--- config.mk ---
export PLATFORM = sky130hd
export DESIGN_NAME = eip_ext_irq_ctl
export DESIGN_NICKNAME = d
export VERILOG_FILES = /design/src/inc/eip_pkg.sv /design/src/eip_ext_irq_ctl.sv /design/src/eip_sync_edge.sv
export SDC_FILE = /design/constraint.sdc
export NUM_CORES = 1
export LEC_CHECK = 0
export BUFFER_PORTS_ARGS = -buffer_cell sky130_fd_sc_hd__buf_2
export CORE_MARGIN = 2
export CORE_UTILIZATION = 56
export DETAILED_ROUTE_END_ITERATION = 16
export GPL_ROUTABILITY_DRIVEN = 1
export PLACE_DENSITY_LB_ADDON = 0.12
export SETUP_SLACK_MARGIN = 0.15
export SLEW_MARGIN = 20
export SYNTH_ARGS = -nofsm -noshare
export SYNTH_HDL_FRONTEND = slang
export SYNTH_SLANG_ARGS = --single-unit
--- constraint.sdc ---
create_clock -name i_mclk -period 18.4 [get_ports i_mclk]
set_input_delay 3.68 -clock i_mclk [delete_from_list [all_inputs] [get_ports i_mclk]]
set_output_delay 3.68 -clock i_mclk [all_outputs]
set_load 0.02 [all_outputs]
--- src/inc/eip_pkg.sv ---
// Function
// bit 6 of the edge control register picks the active edge of interrupt 3.
// bit 5 of the edge control register picks the active edge of interrupt 2.
// request flags of interrupts 2 to 6 sit in request register bits 1 to 5.
// multi-source lines are ORed; each source has its own mask and flag bit.
// user pins drive interrupt 0 (high priority group) and interrupt 1 (low).
// interrupts 2 and 3 come only from dedicated pins with selectable polarity.
// smart card onto 4; usb, rtc, keypad onto 5; i2c, supply fault, comparator onto 6.
// sources of interrupts 4 to 6 become rising-edge events.
// reading a multi-source flag register clears its flags.
// interrupt reaches core only when enabled; flag cleared when core takes it.
// interrupt 0 can wake the stopped cpu.
// sources sit in six priority groups as a fixed table.
// group level is priority high bit over low bit; 00 lowest, 11 highest.
// same-level simultaneous requests follow a fixed polling order.
// polling by group number first, left source before right source.
// priority low register bit 6 is watchdog only, bit 7 reserved.
// trigger type 1 gives falling edge flag, 0 gives low level trigger.
// global enable bit 7 blocks all; enables 2 to 6 in enable register 1 bits 1-5. Bit 7 gates only core requests, not o_cpu_wake or o_irq.
// only strictly higher level pre-empts a running service.
`default_nettype none
package eip_pkg;
  // register indices; byte address is four times the index
  localparam logic [8:0] REG_TRIG_CTL   = 9'h088;
  localparam logic [8:0] REG_ENABLE0    = 9'h0a8;
  localparam logic [8:0] REG_PRIO_LOW   = 9'h0a9;
  localparam logic [8:0] REG_ENABLE1    = 9'h0b8;
  localparam logic [8:0] REG_PRIO_HIGH  = 9'h0b9;
  localparam logic [8:0] REG_REQ_FLAGS  = 9'h0c0;
  localparam logic [8:0] REG_EDGE_CTL   = 9'h0c8;
  localparam logic [8:0] REG_SRC4_FLAG  = 9'h100;
  localparam logic [8:0] REG_SRC5_FLAG  = 9'h101;
  localparam logic [8:0] REG_SRC6_FLAG  = 9'h102;
  localparam logic [8:0] REG_SRC4_MASK  = 9'h104;
  localparam logic [8:0] REG_SRC5_MASK  = 9'h105;
  localparam logic [8:0] REG_SRC6_MASK  = 9'h106;
  localparam logic [8:0] REG_USR_EN     = 9'h108;
  localparam logic [8:0] REG_USR_ROUTE  = 9'h109;
  localparam logic [8:0] REG_EVT_STAT   = 9'h10c;
  localparam logic [8:0] REG_EVT_MASK   = 9'h10d;
  localparam logic [8:0] REG_CORE_STATE = 9'h10e;
  // field positions
  localparam int BIT_IRQ3_EDGE   = 6;
  localparam int BIT_IRQ2_EDGE   = 5;
  localparam int BIT_GLOBAL_EN   = 7;
  localparam int BIT_EXT0_TYPE   = 0;
  localparam int BIT_EXT0_FLAG   = 1;
  localparam int BIT_EXT1_TYPE   = 2;
  localparam int BIT_EXT1_FLAG   = 3;
  localparam int BIT_EXT0_EN     = 0;
  localparam int BIT_EXT1_EN     = 2;
  localparam int BIT_WDOG_STATUS = 6;
  // reset values and masks
  localparam logic [7:0] RST_BYTE       = 8'h00;
  localparam logic [7:0] REQ_FLAGS_MASK = 8'h3e;
  localparam logic [7:0] EDGE_CTL_MASK  = 8'h60;
  localparam logic [7:0] PRIO_LOW_MASK  = 8'h7f;
  localparam logic [7:0] PRIO_HIGH_MASK = 8'h3f;
  localparam logic [7:0] ENABLE1_MASK   = 8'h3e;
  localparam logic [7:0] ENABLE0_MASK   = 8'h85;
  localparam logic [7:0] TRIG_CTL_MASK  = 8'h0f;
  // sources in polling order
  localparam int NUM_SRC = 11;
  localparam int SRC_EXT0 = 0;
  localparam int SRC_SER1 = 1;
  localparam int SRC_TMR0 = 2;
  localparam int SRC_EXT2 = 3;
  localparam int SRC_EXT1 = 4;
  localparam int SRC_EXT3 = 5;
  localparam int SRC_TMR1 = 6;
  localparam int SRC_EXT4 = 7;
  localparam int SRC_SER0 = 8;
  localparam int SRC_EXT5 = 9;
  localparam int SRC_EXT6 = 10;
  // priority group of each source
  function automatic logic [2:0] src_group(input int src);
    begin
      src_group = 3'(src / 2);
    end
  endfunction
endpackage : eip_pkg
`default_nettype wire

--- src/eip_ext_irq_ctl.sv ---
`default_nettype none
module eip_ext_irq_ctl (
  input  wire logic        i_mclk,
  input  wire logic        i_sys_rst,
  // avalon-mm slave
  input  wire logic [10:0] i_avs_address,
  input  wire logic        i_avs_read,
  input  wire logic        i_avs_write,
  input  wire logic [31:0] i_avs_writedata,
  output logic      [31:0] o_avs_readdata,
  output logic             o_avs_waitrequest,
  // pins
  input  wire logic [7:0]  i_user_io_pins,
  input  wire logic        i_dedicated_irq_pin_a,
  input  wire logic        i_dedicated_irq_pin_b,
  // on-chip peripheral sources, same clock
  input  wire logic [7:0]  i_smartcard_evt,
  input  wire logic [2:0]  i_usb_rtc_keypad_evt,
  input  wire logic [2:0]  i_i2c_vdd_comp_evt,
  // core-owned request levels
  input  wire logic        i_timer0_req,
  input  wire logic        i_timer1_req,
  input  wire logic        i_serial0_req,
  input  wire logic        i_serial1_req,
  input  wire logic        i_timer0_en,
  input  wire logic        i_timer1_en,
  input  wire logic        i_serial0_en,
  input  wire logic        i_serial1_en,
  // cpu handshake
  output logic             o_cpu_irq_req,
  output logic      [3:0]  o_cpu_irq_src,
  output logic      [1:0]  o_cpu_irq_level,
  input  wire logic        i_cpu_irq_ack,
  input  wire logic        i_cpu_reti,
  input  wire logic        i_cpu_stopped,
  output logic             o_cpu_wake,
  output logic             o_irq
);
  //////////////////////////////////////////////////////////////////////////////
  // bus slave: one wait state per access
  logic       ack_q;
  logic [8:0] idx;
  logic       acc_rd;
  logic       acc_wr;
  logic       mapped;
  logic [7:0] rd_val;
  logic [7:0] wbyte;
  assign idx    = i_avs_address[10:2];
  assign wbyte  = i_avs_writedata[7:0];
  assign acc_rd = i_avs_read & ack_q;
  assign acc_wr = i_avs_write & ack_q & (i_avs_address[1:0] == 2'b00);
  assign o_avs_waitrequest = (i_avs_read | i_avs_write) & ~ack_q;

  always_ff @(posedge i_mclk) begin
    if (i_sys_rst) begin
      ack_q <= 1'b0;
    end else begin
      ack_q <= (i_avs_read | i_avs_write) & ~ack_q;
    end
  end

  //////////////////////////////////////////////////////////////////////////////
  // registers
  logic [7:0] trig_ctl_q;
  logic [7:0] enable0_q;
  logic [7:0] enable1_q;
  logic [7:0] prio_low_q;
  logic [7:0] prio_high_q;
  logic [7:0] req_flags_q;
  logic [7:0] edge_ctl_q;
  logic [7:0] src4_flag_q;
  logic [7:0] src4_mask_q;
  logic [2:0] src5_flag_q;
  logic [2:0] src5_mask_q;
  logic [2:0] src6_flag_q;
  logic [2:0] src6_mask_q;
  logic [7:0] usr_en_q;
  logic [7:0] usr_route_q;
  logic [6:0] evt_stat_q;
  logic [6:0] evt_mask_q;
  logic [3:0] inserv_q;

  always_ff @(posedge i_mclk) begin
    if (i_sys_rst) begin
      enable0_q   <= eip_pkg::RST_BYTE;
      enable1_q   <= eip_pkg::RST_BYTE;
      prio_low_q  <= eip_pkg::RST_BYTE;
      prio_high_q <= eip_pkg::RST_BYTE;
      edge_ctl_q  <= eip_pkg::RST_BYTE;
      src4_mask_q <= eip_pkg::RST_BYTE;
      src5_mask_q <= eip_pkg::RST_BYTE[2:0];
      src6_mask_q <= eip_pkg::RST_BYTE[2:0];
      usr_en_q    <= eip_pkg::RST_BYTE;
      usr_route_q <= eip_pkg::RST_BYTE;
      evt_mask_q  <= eip_pkg::RST_BYTE[6:0];
    end else if (acc_wr) begin
      case (idx)
        // global and per-line enables
        eip_pkg::REG_ENABLE0:   enable0_q   <= wbyte & eip_pkg::ENABLE0_MASK;
        eip_pkg::REG_ENABLE1:   enable1_q   <= wbyte & eip_pkg::ENABLE1_MASK;
        // watchdog bit kept, bit 7 dropped
        eip_pkg::REG_PRIO_LOW:  prio_low_q  <= wbyte & eip_pkg::PRIO_LOW_MASK;
        eip_pkg::REG_PRIO_HIGH: prio_high_q <= wbyte & eip_pkg::PRIO_HIGH_MASK;
        eip_pkg::REG_EDGE_CTL:  edge_ctl_q  <= wbyte & eip_pkg::EDGE_CTL_MASK;
        // per-source masks
        eip_pkg::REG_SRC4_MASK: src4_mask_q <= wbyte;
        eip_pkg::REG_SRC5_MASK: src5_mask_q <= wbyte[2:0];
        eip_pkg::REG_SRC6_MASK: src6_mask_q <= wbyte[2:0];
        eip_pkg::REG_USR_EN:    usr_en_q    <= wbyte;
        eip_pkg::REG_USR_ROUTE: usr_route_q <= wbyte;
        eip_pkg::REG_EVT_MASK:  evt_mask_q  <= wbyte[6:0];
        default: ;
      endcase
    end
  end

  //////////////////////////////////////////////////////////////////////////////
  // pin synchronisers
  logic [9:0] pin_lvl;
  logic [9:0] pin_rise;
  logic [9:0] pin_fall;
  eip_sync_edge #(
    .W (10)
  ) u_pins (
    .i_mclk    (i_mclk),
    .i_sys_rst (i_sys_rst),
    .i_async   ({i_dedicated_irq_pin_b, i_dedicated_irq_pin_a, i_user_io_pins}),
    .o_level   (pin_lvl),
    .o_rise    (pin_rise),
    .o_fall    (pin_fall)
  );

  // user pins, active low, routed to line 0 or line 1
  logic usr_line0_low;
  logic usr_line1_low;
  logic usr0_prev_q;
  logic usr1_prev_q;
  assign usr_line0_low = |(~pin_lvl[7:0] & usr_en_q & usr_route_q);
  assign usr_line1_low = |(~pin_lvl[7:0] & usr_en_q & ~usr_route_q);

  // peripheral edges
  logic [7:0] sc_prev_q;
  logic [2:0] p5_prev_q;
  logic [2:0] p6_prev_q;
  logic [2:0] grp_prev_q;
  logic [2:0] grp_req;
  logic [2:0] grp_rise;
  // multi-source lines ORed
  assign grp_req[0] = |(src4_flag_q & src4_mask_q);
  assign grp_req[1] = |(src5_flag_q & src5_mask_q);
  assign grp_req[2] = |(src6_flag_q & src6_mask_q);
  // lines 4 to 6 as rising edges
  assign grp_rise   = grp_req & ~grp_prev_q;

  always_ff @(posedge i_mclk) begin
    if (i_sys_rst) begin
      usr0_prev_q <= 1'b0;
      usr1_prev_q <= 1'b0;
      sc_prev_q   <= eip_pkg::RST_BYTE;
      p5_prev_q   <= eip_pkg::RST_BYTE[2:0];
      p6_prev_q   <= eip_pkg::RST_BYTE[2:0];
      grp_prev_q  <= eip_pkg::RST_BYTE[2:0];
    end else begin
      usr0_prev_q <= usr_line0_low;
      usr1_prev_q <= usr_line1_low;
      sc_prev_q   <= i_smartcard_evt;
      p5_prev_q   <= i_usb_rtc_keypad_evt;
      p6_prev_q   <= i_i2c_vdd_comp_evt;
      grp_prev_q  <= grp_req;
    end
  end

  // source flags cleared by read, set wins
  always_ff @(posedge i_mclk) begin
    if (i_sys_rst) begin
      src4_flag_q <= eip_pkg::RST_BYTE;
      src5_flag_q <= eip_pkg::RST_BYTE[2:0];
      src6_flag_q <= eip_pkg::RST_BYTE[2:0];
    end else begin
      src4_flag_q <= ((acc_rd && idx == eip_pkg::REG_SRC4_FLAG) ? (src4_flag_q & ~o_avs_readdata[7:0]) : src4_flag_q)
                     | (i_smartcard_evt & ~sc_prev_q);
      src5_flag_q <= ((acc_rd && idx == eip_pkg::REG_SRC5_FLAG) ? (src5_flag_q & ~o_avs_readdata[2:0]) : src5_flag_q)
                     | (i_usb_rtc_keypad_evt & ~p5_prev_q);
      src6_flag_q <= ((acc_rd && idx == eip_pkg::REG_SRC6_FLAG) ? (src6_flag_q & ~o_avs_readdata[2:0]) : src6_flag_q)
                     | (i_i2c_vdd_comp_evt & ~p6_prev_q);
    end
  end

  //////////////////////////////////////////////////////////////////////////////
  // external flags
  logic       take;
  logic [3:0] take_src;
  logic [6:0] ext_set;
  logic [6:0] ext_flag;
  assign take     = i_cpu_irq_ack & o_cpu_irq_req;
  assign take_src = o_cpu_irq_src;
  // falling edge of user lines in edge mode
  assign ext_set[0] = usr_line0_low & ~usr0_prev_q;
  assign ext_set[1] = usr_line1_low & ~usr1_prev_q;
  // dedicated pin a edge select
  assign ext_set[2] = edge_ctl_q[eip_pkg::BIT_IRQ2_EDGE] ? pin_rise[8] : pin_fall[8];
  // dedicated pin b edge select
  assign ext_set[3] = edge_ctl_q[eip_pkg::BIT_IRQ3_EDGE] ? pin_rise[9] : pin_fall[9];
  assign ext_set[6:4] = grp_rise;
  assign ext_flag = {req_flags_q[5:1], trig_ctl_q[eip_pkg::BIT_EXT1_FLAG], trig_ctl_q[eip_pkg::BIT_EXT0_FLAG]};

  function automatic logic taken(input logic t, input logic [3:0] s, input int n);
    begin
      taken = t && (s == 4'(n));
    end
  endfunction

  // trigger type and edge flags of lines 0 and 1
  always_ff @(posedge i_mclk) begin
    if (i_sys_rst) begin
      trig_ctl_q <= eip_pkg::RST_BYTE;
    end else begin
      if (acc_wr && idx == eip_pkg::REG_TRIG_CTL) begin
        trig_ctl_q <= wbyte & eip_pkg::TRIG_CTL_MASK;
      end else begin
        // flag cleared when taken
        if (taken(take, take_src, eip_pkg::SRC_EXT0)) begin
          trig_ctl_q[eip_pkg::BIT_EXT0_FLAG] <= 1'b0;
        end
        if (taken(take, take_src, eip_pkg::SRC_EXT1)) begin
          trig_ctl_q[eip_pkg::BIT_EXT1_FLAG] <= 1'b0;
        end
      end
      if (!trig_ctl_q[eip_pkg::BIT_EXT0_TYPE]) begin
        trig_ctl_q[eip_pkg::BIT_EXT0_FLAG] <= usr_line0_low;
      end else if (ext_set[0]) begin
        trig_ctl_q[eip_pkg::BIT_EXT0_FLAG] <= 1'b1;
      end
      if (!trig_ctl_q[eip_pkg::BIT_EXT1_TYPE]) begin
        trig_ctl_q[eip_pkg::BIT_EXT1_FLAG] <= usr_line1_low;
      end else if (ext_set[1]) begin
        trig_ctl_q[eip_pkg::BIT_EXT1_FLAG] <= 1'b1;
      end
    end
  end

  // request flags of lines 2 to 6
  always_ff @(posedge i_mclk) begin
    if (i_sys_rst) begin
      req_flags_q <= eip_pkg::RST_BYTE;
    end else begin
      for (int k = 2; k <= 6; k++) begin
        if (ext_set[k]) begin
          req_flags_q[k-1] <= 1'b1;
        end else if (acc_wr && idx == eip_pkg::REG_REQ_FLAGS) begin
          req_flags_q[k-1] <= wbyte[k-1];
        // flag cleared when taken
        end else if (taken(take, take_src, (k == 2) ? eip_pkg::SRC_EXT2 : (k == 3) ? eip_pkg::SRC_EXT3 :
                           (k == 4) ? eip_pkg::SRC_EXT4 : (k == 5) ? eip_pkg::SRC_EXT5 : eip_pkg::SRC_EXT6)) begin
          req_flags_q[k-1] <= 1'b0;
        end
      end
    end
  end

  //////////////////////////////////////////////////////////////////////////////
  // priority resolution
  logic [10:0] pend;
  logic [1:0]  best_lvl;
  logic [3:0]  best_src;
  logic        found;
  logic [1:0]  top_lvl;
  logic        busy;
  logic        gate;
  // enable gating
  assign gate = enable0_q[eip_pkg::BIT_GLOBAL_EN];
  always_comb begin
    pend = '0;
    pend[eip_pkg::SRC_EXT0] = ext_flag[0] & enable0_q[eip_pkg::BIT_EXT0_EN];
    pend[eip_pkg::SRC_EXT1] = ext_flag[1] & enable0_q[eip_pkg::BIT_EXT1_EN];
    pend[eip_pkg::SRC_EXT2] = ext_flag[2] & enable1_q[1];
    pend[eip_pkg::SRC_EXT3] = ext_flag[3] & enable1_q[2];
    pend[eip_pkg::SRC_EXT4] = ext_flag[4] & enable1_q[3];
    pend[eip_pkg::SRC_EXT5] = ext_flag[5] & enable1_q[4];
    pend[eip_pkg::SRC_EXT6] = ext_flag[6] & enable1_q[5];
    pend[eip_pkg::SRC_TMR0] = i_timer0_req & i_timer0_en;
    pend[eip_pkg::SRC_TMR1] = i_timer1_req & i_timer1_en;
    pend[eip_pkg::SRC_SER0] = i_serial0_req & i_serial0_en;
    pend[eip_pkg::SRC_SER1] = i_serial1_req & i_serial1_en;
    pend = gate ? pend : 11'h000;
  end

  always_comb begin
    logic [2:0] g;
    logic [1:0] l;
    found    = 1'b0;
    best_lvl = 2'b00;
    best_src = 4'h0;
    g        = 3'h0;
    l        = 2'b00;
    for (int i = 0; i < eip_pkg::NUM_SRC; i++) begin
      // group table
      g = eip_pkg::src_group(i);
      // level from both priority registers
      l = {prio_high_q[g], prio_low_q[g]};
      // lower index wins ties
      if (pend[i] && (!found || l > best_lvl)) begin
        found    = 1'b1;
        best_lvl = l;
        best_src = 4'(i);
      end
    end
  end

  always_comb begin
    top_lvl = 2'b00;
    for (int j = 0; j < 4; j++) begin
      if (inserv_q[j]) begin
        top_lvl = 2'(j);
      end
    end
  end
  assign busy = |inserv_q;

  // strictly higher level pre-empts
  always_ff @(posedge i_mclk) begin
    if (i_sys_rst) begin
      o_cpu_irq_req   <= 1'b0;
      o_cpu_irq_src   <= 4'h0;
      o_cpu_irq_level <= 2'b00;
    end else begin
      o_cpu_irq_req   <= found && (!busy || best_lvl > top_lvl) && !take;
      o_cpu_irq_src   <= best_src;
      o_cpu_irq_level <= best_lvl;
    end
  end

  // in-service levels
  always_ff @(posedge i_mclk) begin
    if (i_sys_rst) begin
      inserv_q <= 4'h0;
    end else if (take) begin
      inserv_q[o_cpu_irq_level] <= 1'b1;
    end else if (i_cpu_reti && busy) begin
      inserv_q[top_lvl] <= 1'b0;
    end
  end

  // wake from stop on line 0
  assign o_cpu_wake = i_cpu_stopped & ext_flag[0] & enable0_q[eip_pkg::BIT_EXT0_EN];

  //////////////////////////////////////////////////////////////////////////////
  // event status, write one to clear, set wins
  logic [6:0] ext_rise;
  logic [6:0] ext_flag_prev_q;
  assign ext_rise = ext_flag & ~ext_flag_prev_q;
  always_ff @(posedge i_mclk) begin
    if (i_sys_rst) begin
      evt_stat_q      <= eip_pkg::RST_BYTE[6:0];
      ext_flag_prev_q <= eip_pkg::RST_BYTE[6:0];
    end else begin
      ext_flag_prev_q <= ext_flag;
      evt_stat_q      <= ((acc_wr && idx == eip_pkg::REG_EVT_STAT) ? (evt_stat_q & ~wbyte[6:0]) : evt_stat_q)
                         | ext_rise;
    end
  end
  assign o_irq = |(evt_stat_q & evt_mask_q);

  //////////////////////////////////////////////////////////////////////////////
  // read path
  always_comb begin
    mapped = 1'b1;
    case (idx)
      eip_pkg::REG_TRIG_CTL:   rd_val = trig_ctl_q;
      eip_pkg::REG_ENABLE0:    rd_val = enable0_q;
      eip_pkg::REG_ENABLE1:    rd_val = enable1_q;
      eip_pkg::REG_PRIO_LOW:   rd_val = prio_low_q;
      eip_pkg::REG_PRIO_HIGH:  rd_val = prio_high_q;
      eip_pkg::REG_REQ_FLAGS:  rd_val = req_flags_q;
      eip_pkg::REG_EDGE_CTL:   rd_val = edge_ctl_q;
      eip_pkg::REG_SRC4_FLAG:  rd_val = src4_flag_q;
      eip_pkg::REG_SRC5_FLAG:  rd_val = {5'h00, src5_flag_q};
      eip_pkg::REG_SRC6_FLAG:  rd_val = {5'h00, src6_flag_q};
      eip_pkg::REG_SRC4_MASK:  rd_val = src4_mask_q;
      eip_pkg::REG_SRC5_MASK:  rd_val = {5'h00, src5_mask_q};
      eip_pkg::REG_SRC6_MASK:  rd_val = {5'h00, src6_mask_q};
      eip_pkg::REG_USR_EN:     rd_val = usr_en_q;
      eip_pkg::REG_USR_ROUTE:  rd_val = usr_route_q;
      eip_pkg::REG_EVT_STAT:   rd_val = {1'b0, evt_stat_q};
      eip_pkg::REG_EVT_MASK:   rd_val = {1'b0, evt_mask_q};
      eip_pkg::REG_CORE_STATE: rd_val = {1'b0, o_cpu_irq_req, o_cpu_irq_level, inserv_q};
      default: begin
        rd_val = 8'h00;
        mapped = 1'b0;
      end
    endcase
  end

  always_ff @(posedge i_mclk) begin
    if (i_sys_rst) begin
      o_avs_readdata <= 32'h0000_0000;
    end else if (i_avs_read && !ack_q) begin
      o_avs_readdata <= {24'h000000, (mapped && i_avs_address[1:0] == 2'b00) ? rd_val : 8'h00};
    end
  end
endmodule // eip_ext_irq_ctl
`default_nettype wire

--- src/eip_sync_edge.sv ---
`default_nettype none
module eip_sync_edge #(
  parameter int W = 2
) (
  input  wire logic         i_mclk,
  input  wire logic         i_sys_rst,
  input  wire logic [W-1:0] i_async,
  output logic      [W-1:0] o_level,
  output logic      [W-1:0] o_rise,
  output logic      [W-1:0] o_fall
);
  //////////////////////////////////////////////////////////////////////////////
  // two-stage synchroniser and edge detect per bit
  genvar gi;
  generate
    for (gi = 0; gi < W; gi++) begin : g_bit
      logic meta_q;
      logic sync_q;
      logic prev_q;
      always_ff @(posedge i_mclk) begin
        if (i_sys_rst) begin
          meta_q <= 1'b1;
          sync_q <= 1'b1;
          prev_q <= 1'b1;
        end else begin
          meta_q <= i_async[gi];
          sync_q <= meta_q;
          prev_q <= sync_q;
        end
      end
      assign o_level[gi] = sync_q;
      assign o_rise[gi]  = sync_q & ~prev_q;
      assign o_fall[gi]  = ~sync_q & prev_q;
    end
  endgenerate
endmodule // eip_sync_edge
`default_nettype wire
==> results of run 1 <==
[power by group]
group | internal (mW) | total (mW) | switching (mW)
Clock | 0.221 | 0.365 | 0.143
Sequential | 0.349 | 0.354 | 0.00472
Combinational | 0.0132 | 0.0415 | 0.0283
Total | 0.584 | 0.760 | 0.176
[cell type report]
class	instances	area, um^2	area share
antenna	1	2.50	0.000280
clock buffer	20	457	0.0511
clock inverter	11	155	0.0174
inverter	27	101	0.0114
multi-input combinational	676	4420	0.496
sequential	158	3160	0.354
tap	180	225	0.0252
timing repair buffer	78	400	0.0448
[sequential cells by signal, indices dropped and copies added, names as in the netlist, 4 cells and up]
register             count
ext_flag_prev_q          7
evt_stat_q               7
o_avs_readdata           8
u_pins.g_bit.sync_q     10
inserv_q                 4
evt_mask_q               7
usr_route_q              8
o_cpu_irq_src            4
sc_prev_q                8
src4_mask_q              8
enable1_q                5
usr_en_q                 8
prio_high_q              6
trig_ctl_q               4
src4_flag_q              8
req_flags_q              5
u_pins.g_bit.meta_q     10
prio_low_q               7
[cells in the mapped netlist (24+ instances only)]
master,number
a21oi_1,56
a22oi_1,34
buf_4,27
clkbuf_1,27
dfxtp_1,158
inv_1,27
mux2i_1,58
nand2_1,58
nand3_1,24
nor2_1,108
nor2b_1,31
o21ai_0,26
or2_2,25
[path summary, 6_finish.rpt]
kind,endpoint,slack (ns),cells past startpoint
min,u_pins.g_bit[7].sync_q,0.41,1
max reg2reg,o_cpu_irq_req,4.47,61
min reg2reg,u_pins.g_bit[7].sync_q,0.41,1
max,o_cpu_irq_req,1.71,62
[critical path, delay by kind of cell]
family / cells / cell delay [ns]
simple gates: 16 / 2.79
mux: 1 / 0.40
compound gates: 31 / 6.83
fa+ha+maj: 11 / 3.08
buf+inv: 3 / 0.23
[through the flow]
stage / power [mW] / util / hold WS, ns / cells / setup WS, ns
floorplan: 0.391 / - / 0.389 / 936 / 3.03
finish: 0.760 / 0.641 / 0.406 / 1151 / 1.71
global placement: 0.401 / 0.596 / 0.391 / 1119 / 1.58
global route: 0.783 / 0.641 / 0.417 / 1150 / 0.652
CTS: 0.763 / 0.640 / 0.408 / 1150 / 1.86
detailed placement: 0.402 / 0.596 / 0.393 / 1119 / 1.44
[metal layers]
metal | vias up | part of all wire | GRT usage
met5 | - | 0 | 0
met2 | 307 | 0.46 | 0.460
met3 | 21 | 0.090 | 0.0691
met1 | 3273 | 0.43 | 0.403
met4 | 0 | 0.016 | 0.0852
li1 | 3344 | - | -
[cell families (layout without fill, tap and decap cells)]
| group | after synthesis | after routing | synth area share |
|---|---|---|---|
| flip-flops | 158 | 158 | 0.395 |
| adder cells (fa/ha/maj) | 15 | 15 | 0.0225 |
| other | 1 | 25 | 0.000468 |
| AND/OR/NAND/NOR | 360 | 360 | 0.248 |
| multiplexers | 62 | 62 | 0.0795 |
| AO/OA/AOI/OAI | 215 | 215 | 0.189 |
| buffers and inverters | 102 | 136 | 0.0650 |
==> results by group, run 1 <==
Cells and area
  • Area growth, synth to finish: 11.5%
  • # nets final: ~1100
  • Layout cells sized above 1: 0.166
  • Commonest cells after routing, fill and taps aside: 158 x dfxtp_1, 108 x nor2_1, 74 x buf_2
  • Finished Cell Area: slightly below 9000 um^2
  • Most common cell after layout, fill and taps aside: dfxtp_1
  • Fill cells: between 1000 and 1500

Clock network
  • Post-cts sizing count: 0
  • Clk_lat worst skew: 0.43 ns
  • CTS tree: done
  • Setup Fix Bufs, Post-CTS: 0
  • Clk root buf: clkbuf_16
  • Clock sinks: around 160
  • H-tree depth: 4
  • CTS buffer count: 17
  • Hold buffer count at cts: 0
  • CTS Buffer Depth: 2
  • Clock transition at path regs: around 0.060 ns

Pwr
  • Pwr/cell area: roughly 85 nW/um^2
  • Leak: 3.41 nW
  • Peak VDD IR: 0.0946 mV

Logic synthesis
  • #FFs+latches synth: 158
  • Yosys cell types: 75
  • Area share of the largest cell type after synthesis: 0.395
  • Synth area leader: dfxtp_1
  • Ys flop type: dfxtp_1
  • YS warnings: 0
  • Cells after Synth: 913
  • Sequential-to-total area share from yosys stat: 0.395
  • Post-synth EDFFs: 0
  • Async SR Flop Fraction: 0
  • Top area cells in the synthesized netlist: dfxtp_1 39%, mux2i_1 7.2%, nor2_1 5.1%
  • Synthesized area: 8010 um^2
  • Mean area per synthesized cell: about 8.8 um^2

Critical path
  • Crit path DAT: about 17 ns
  • Startpoint Class: input port
  • Crit path max fanout: 7
  • Crit Reg-Reg Startpoint: trig_ctl_q[1]
  • Most frequent CP cell: ha_1
  • Critical path startpoint: i_serial1_req
  • Crit. End Element: flop
  • Critical path required time: between 15 and 20 ns
  • Worst Path Class, Setup: in2reg
  • Slowest CP cell: a211oi_1
  • CP max stage delay: about 0.50 ns

Floorplanning
  • Core area: 13900 um^2
  • DIE HEIGHT: between 100 and 150 um
  • Initial Util: 0.575
  • I/O pins: about 120
  • Die W: between 100 and 150 um
  • # rows: 43
  • Die area: 15300 um^2

STA
  • Relative slew slack: 0.373
  • Clk_skew: between 0.008 and 0.009 ns
  • RSZ-0062 raised after global routing: no
  • Final hold viol count: 0
  • Final setup fails: 0
  • Max Fclk: between 50 and 60 MHz
  • Min Tclk post-route: approximately 17 ns
  • Max-slew violation count: 0
  • Setup TNS: 0 ns
  • Tightest Pin Transition: between 0.9 and 1 ns
  • Fin crit share: 0.907

Placed design
  • Routability congestion estimate: around 0.96
  • Port Buffer Count: 75
  • Placed Area: 8310 um^2
  • Hpwl dp: ~15000 um

Detailed routing
  • Number of remaining DRC errors: 0
  • Avg WL per Cell: ~19 um
  • Final wirelength: between 20000 and 25000 um
  • First-pass DRT Iterations: 8
  • First DRT Iteration DRCs: roughly 700
  • Post-DRT Antenna Nets: 0
  • Total number of vias: between 6000 and 7000
  • Via density: around 6

GRT
  • Vias in the first global route: between 6000 and 7000
  • Grt total ovfl: 0
  • Antenna violations before repair: 1
  • First-pass GRT wire length: approximately 34000 um
  • Largest net degree at the start of global routing: 96
  • Global Route Usage Sum: 0.293

Hold path
  • Min-delay src: u_pins.g_bit[7].meta_q
  • Hold Path Class: reg2reg

Flow run
  • Max_cap viols: 0

Run status
  • Status: finished, final reports clean
Power figures use the tool's default switching activity.
==> inputs of run 2 (changes only) <==
- ABC_AREA: not set -> 1
==> run 2 against run 1 <==
  * Clock skew about the same
  * Critical endpoint unchanged
  * Highest routed layer unchanged
  * Largest power group unchanged
  * Fmax increased by 31%
  * Via count increased by 4.4%
  * Critical path type unchanged
  * Sequential cell count unchanged
  * Largest cell class unchanged
  * Global-route usage increased by 1.1 points
  * Synthesized cell count increased by 15%
  * Utilization increased by 0.82 points
  * Routed wire length decreased by 1.1%
==> results by group, run 2 <==
Logic synthesis
  • Simple-Gate Fraction of Synth Area: 0.210 (was 0.248)
  • YS warnings: 0 (unchanged)
  • Compound-Gate Fraction of Synth Area: 0.221 (was 0.189)
  • Async SR Flop Fraction: 0 (unchanged)
  • Mux contribution to synthesized area: 0 (was 0.0795)
  • Mean area per synthesized cell: 7.20 um^2 (was 8.77 um^2)
  • Post-synth top cells: 188 x inv_1, 158 x dfxtp_1, 143 x nand2_1 (was 158 x dfxtp_1, 108 x nor2_1, 58 x mux2i_1, 58 x nand2_1, 56 x a21oi_1)
  • Post-synthesis adder-cell area fraction: 0.0198 (was 0.0225)
  • Sequential-to-total area share from yosys stat: 0.417 (was 0.395)
  • Post-synth EDFFs: 0 (unchanged)
  • Synthesized area: 7590 um^2 (was 8010 um^2)
  • Yosys cell types: 42 (was 75)
  • Main combinational cell family by area after synthesis: compound AO/OA/AOI/OAI gates (was simple AND/OR/NAND/NOR gates)
  • Most common cell in the netlist: inv_1 (was dfxtp_1)
  • #FFs+latches synth: 158 (unchanged)
  • Synth area leader: dfxtp_1 (unchanged)
  • XOR/XNOR share of the synthesized area: 0 (unchanged)
  • Cells after Synth: 1054 (was 913)
  • Top area cells in the synthesized netlist: dfxtp_1 42%, inv_1 9.3%, nand2_1 7.1% (was dfxtp_1 39%, mux2i_1 7.2%, nor2_1 5.1%)
  • Ys flop type: dfxtp_1 (unchanged)
  • Area share of the largest cell type after synthesis: 0.417 (was 0.395)

GRT
  • Met3 Use GR: 0.0731 (was 0.0691)
  • Largest net degree at the start of global routing: 75 (was 96)
  • Met2 global-route usage: 0.488 (was 0.460)
  • Global route hottest layer: met2 (unchanged)
  • Vias in the first global route: 6729 (was 6256)
  • First-pass GRT wire length: 34200 um (was 33900 um)
  • Grt total ovfl: 0 (unchanged)
  • Global Route Usage Sum: 0.304 (was 0.293)
  • Antenna violations before repair: 0 (was 1)
  • Met1 Use GR: 0.389 (was 0.403)

Detailed routing
  • Post-DRT Antenna Nets: 0 (unchanged)
  • Final wirelength: 21500 um (was 21800 um)
  • First-pass DRT Iterations: 7 (was 8)
  • First DRT Iteration DRCs: 691 (was 690)
  • Via density: 5.54 (was 6.03)
  • Number of remaining DRC errors: 0 (unchanged)
  • Avg WL per Cell: 16.4 um (was 18.9 um)
  • Total number of vias: 7251 (was 6945)

Cells and area
  • Register area: 3160 um^2 (unchanged)
  • Non-Filler Instances: 1309 (was 1151)
  • # nets final: 1215 (was 1052)
  • Fill cells: 1267 (was 1256)
  • Finished Cell Area: 8590 um^2 (was 8930 um^2)
  • Commonest cells after routing, fill and taps aside: 187 x inv_1, 158 x dfxtp_1, 143 x nand2_1 (was 158 x dfxtp_1, 108 x nor2_1, 74 x buf_2)
  • Multi-input gate area: 3510 um^2 (was 4420 um^2)
  • Area growth, synth to finish: 13.3% (was 11.5%)
  • Antenna diodes: 0 (was 1)
  • Registers with the most flip-flops: u_pins.g_bit.meta_q x10, u_pins.g_bit.sync_q x10 (unchanged)
  • Most common cell after layout, fill and taps aside: inv_1 (was dfxtp_1)
  • Layout cells sized above 1: 0.140 (was 0.166)

Placed design
  • Port Buffer Count: 75 (unchanged)
  • Cell Count Post-Placement: 1278 (was 1119)
  • Placed Area: 8000 um^2 (was 8310 um^2)
  • Hpwl dp: 15900 um (was 15500 um)
  • Routability congestion estimate: 0.995 (was 0.958)

Pwr
  • Pwr/cell area: 87.2 nW/um^2 (was 85.1 nW/um^2)
  • Leak: 3.62 nW (was 3.41 nW)
  • Peak VDD IR: 0.0956 mV (was 0.0946 mV)

Floorplanning
  • # rows: 42 (was 43)
  • Initial Util: 0.573 (was 0.575)
  • Die area: 14500 um^2 (was 15300 um^2)
  • Core area: 13200 um^2 (was 13900 um^2)
  • I/O pins: 124 (unchanged)
  • Die W: 120 um (was 124 um)
  • DIE HEIGHT: 120 um (was 124 um)

STA
  • Max Fclk: 78.6 MHz (was 59.9 MHz)
  • Max-slew violation count: 0 (unchanged)
  • Relative slew slack: 0.248 (was 0.373)
  • Min Tclk post-route: 12.72 ns (was 16.69 ns)
  • Clk_skew: 0.00936 ns (was 0.00887 ns)
  • Tightest Pin Transition: 1.10 ns (was 0.933 ns)
  • Fin crit share: 0.691 (was 0.907)
  • RSZ-0062 raised after global routing: no (unchanged)
  • Final hold viol count: 0 (unchanged)
  • Setup TNS: 0 ns (unchanged)
  • Final setup fails: 0 (unchanged)

Clock network
  • CTS Buffer Depth: 2 (unchanged)
  • Clk root buf: clkbuf_16 (unchanged)
  • Clock transition at path regs: 0.06 ns (about the same)
  • CTS tree: done (unchanged)
  • Post-cts sizing count: 0 (unchanged)
  • Clk_lat worst skew: 0.43 ns (about the same)
  • Setup Fix Bufs, Post-CTS: 0 (unchanged)
  • H-tree depth: 4 (unchanged)
  • Clock sinks: 158 (unchanged)
  • CTS buffer count: 17 (unchanged)
  • Hold buffer count at cts: 0 (unchanged)

Hold path
  • Min-delay src: u_pins.g_bit[0].meta_q (was u_pins.g_bit[7].meta_q)
  • Hold Path Class: reg2reg (unchanged)

Critical path
  • Crit path max fanout: 7 (unchanged)
  • Crit Reg-Reg Startpoint: trig_ctl_q[1] (unchanged)
  • Critical path startpoint: i_serial1_req (unchanged)
  • Crit path DAT: 13.04 ns (was 16.99 ns)
  • Startpoint Class: input port (unchanged)
  • Most frequent CP cell: nand2_1 (was ha_1)
  • Slowest CP cell: o21ai_0 (was a211oi_1)
  • Critical path required time: 18.72 ns (was 18.71 ns)
  • CP max stage delay: 0.38 ns (was 0.50 ns)
  • Crit. End Element: flop (unchanged)
  • Worst Path Class, Setup: in2reg (unchanged)

Run status
  • Status: finished, final reports clean (unchanged)

Flow run
  • Max_cap viols: 0 (unchanged)
## run 2: changes by cell type in the layout (fill, tap and decap cells not counted), sizes merged, moves of 20 or more
cell    previous run  this run
inv               30       196
nand2             58       166
o21ai             32       104
mux2i             58         0
a21oi             56        93
o22ai              6        40
a22oi             34         1
nor2b             31         0
nor2             108        83
nand2b            20         0
## run 2: worst paths after layout
check / endpoint / slack, ns / cells past startpoint
setup / recovery: o_cpu_irq_req / 5.68 / 71
hold / removal: u_pins.g_bit[0].sync_q / 0.41 / 1
setup reg to reg: o_cpu_irq_req / 8.59 / 70
hold reg to reg: u_pins.g_bit[0].sync_q / 0.41 / 1
## run 2: layout make-up
| class | count | area share |
|---|---|---|
| repair buffers | 78 | 0.0463 |
| clock inverters | 13 | 0.0178 |
| inverters | 190 | 0.0830 |
| multi-input cells | 676 | 0.408 |
| flip-flops and latches | 158 | 0.368 |
| well taps | 176 | 0.0256 |
| clock buffers | 18 | 0.0511 |
## run 2: kinds of logic (layout without fill, tap and decap cells)
| logic type | Yosys count | count (layout) |
|---|---|---|
| AND/OR/NAND/NOR | 351 | 351 |
| flip-flops | 158 | 158 |
| buffers and inverters | 243 | 299 |
| other | 1 | 24 |
| AO/OA/AOI/OAI | 289 | 289 |
| adder cells (fa/ha/maj) | 12 | 12 |
## run 2: where the power goes
group	switching (mW)	total, mW	leakage [nW]	internal, mW
logic	0.0263	0.0379	2.04	0.0116
clock network	0.151	0.357	0.287	0.206
registers	0.00454	0.354	1.29	0.350
total	0.182	0.749	3.62	0.567
## run 2: metrics by stage
stage          hold slack [ns]  setup slack [ns]   util  total power, mW
2_1_floorplan            0.389              6.63      -            0.387
3_3_place_gp             0.390              5.61  0.604            0.398
3_5_place_dp             0.395              5.37  0.604            0.399
4_1_cts                  0.405              5.72  0.649            0.751
5_1_grt                  0.417              4.69  0.649            0.769
6_report                 0.405              5.68  0.649            0.749
## run 2: routing by layer
layer / up-vias / routed length [um]
li1: 3585 / -
met1: 3308 / 9130
met2: 308 / 9760
met3: 50 / 1810
met4: 0 / 834
met5: - / 0
## run 2: worst max-delay path, delay by kind of cell
family,cells,cell delay (ns)
buf+inv,7,0.47
simple gates,42,3.51
fa+ha+maj,10,2.86
compound gates,12,2.51
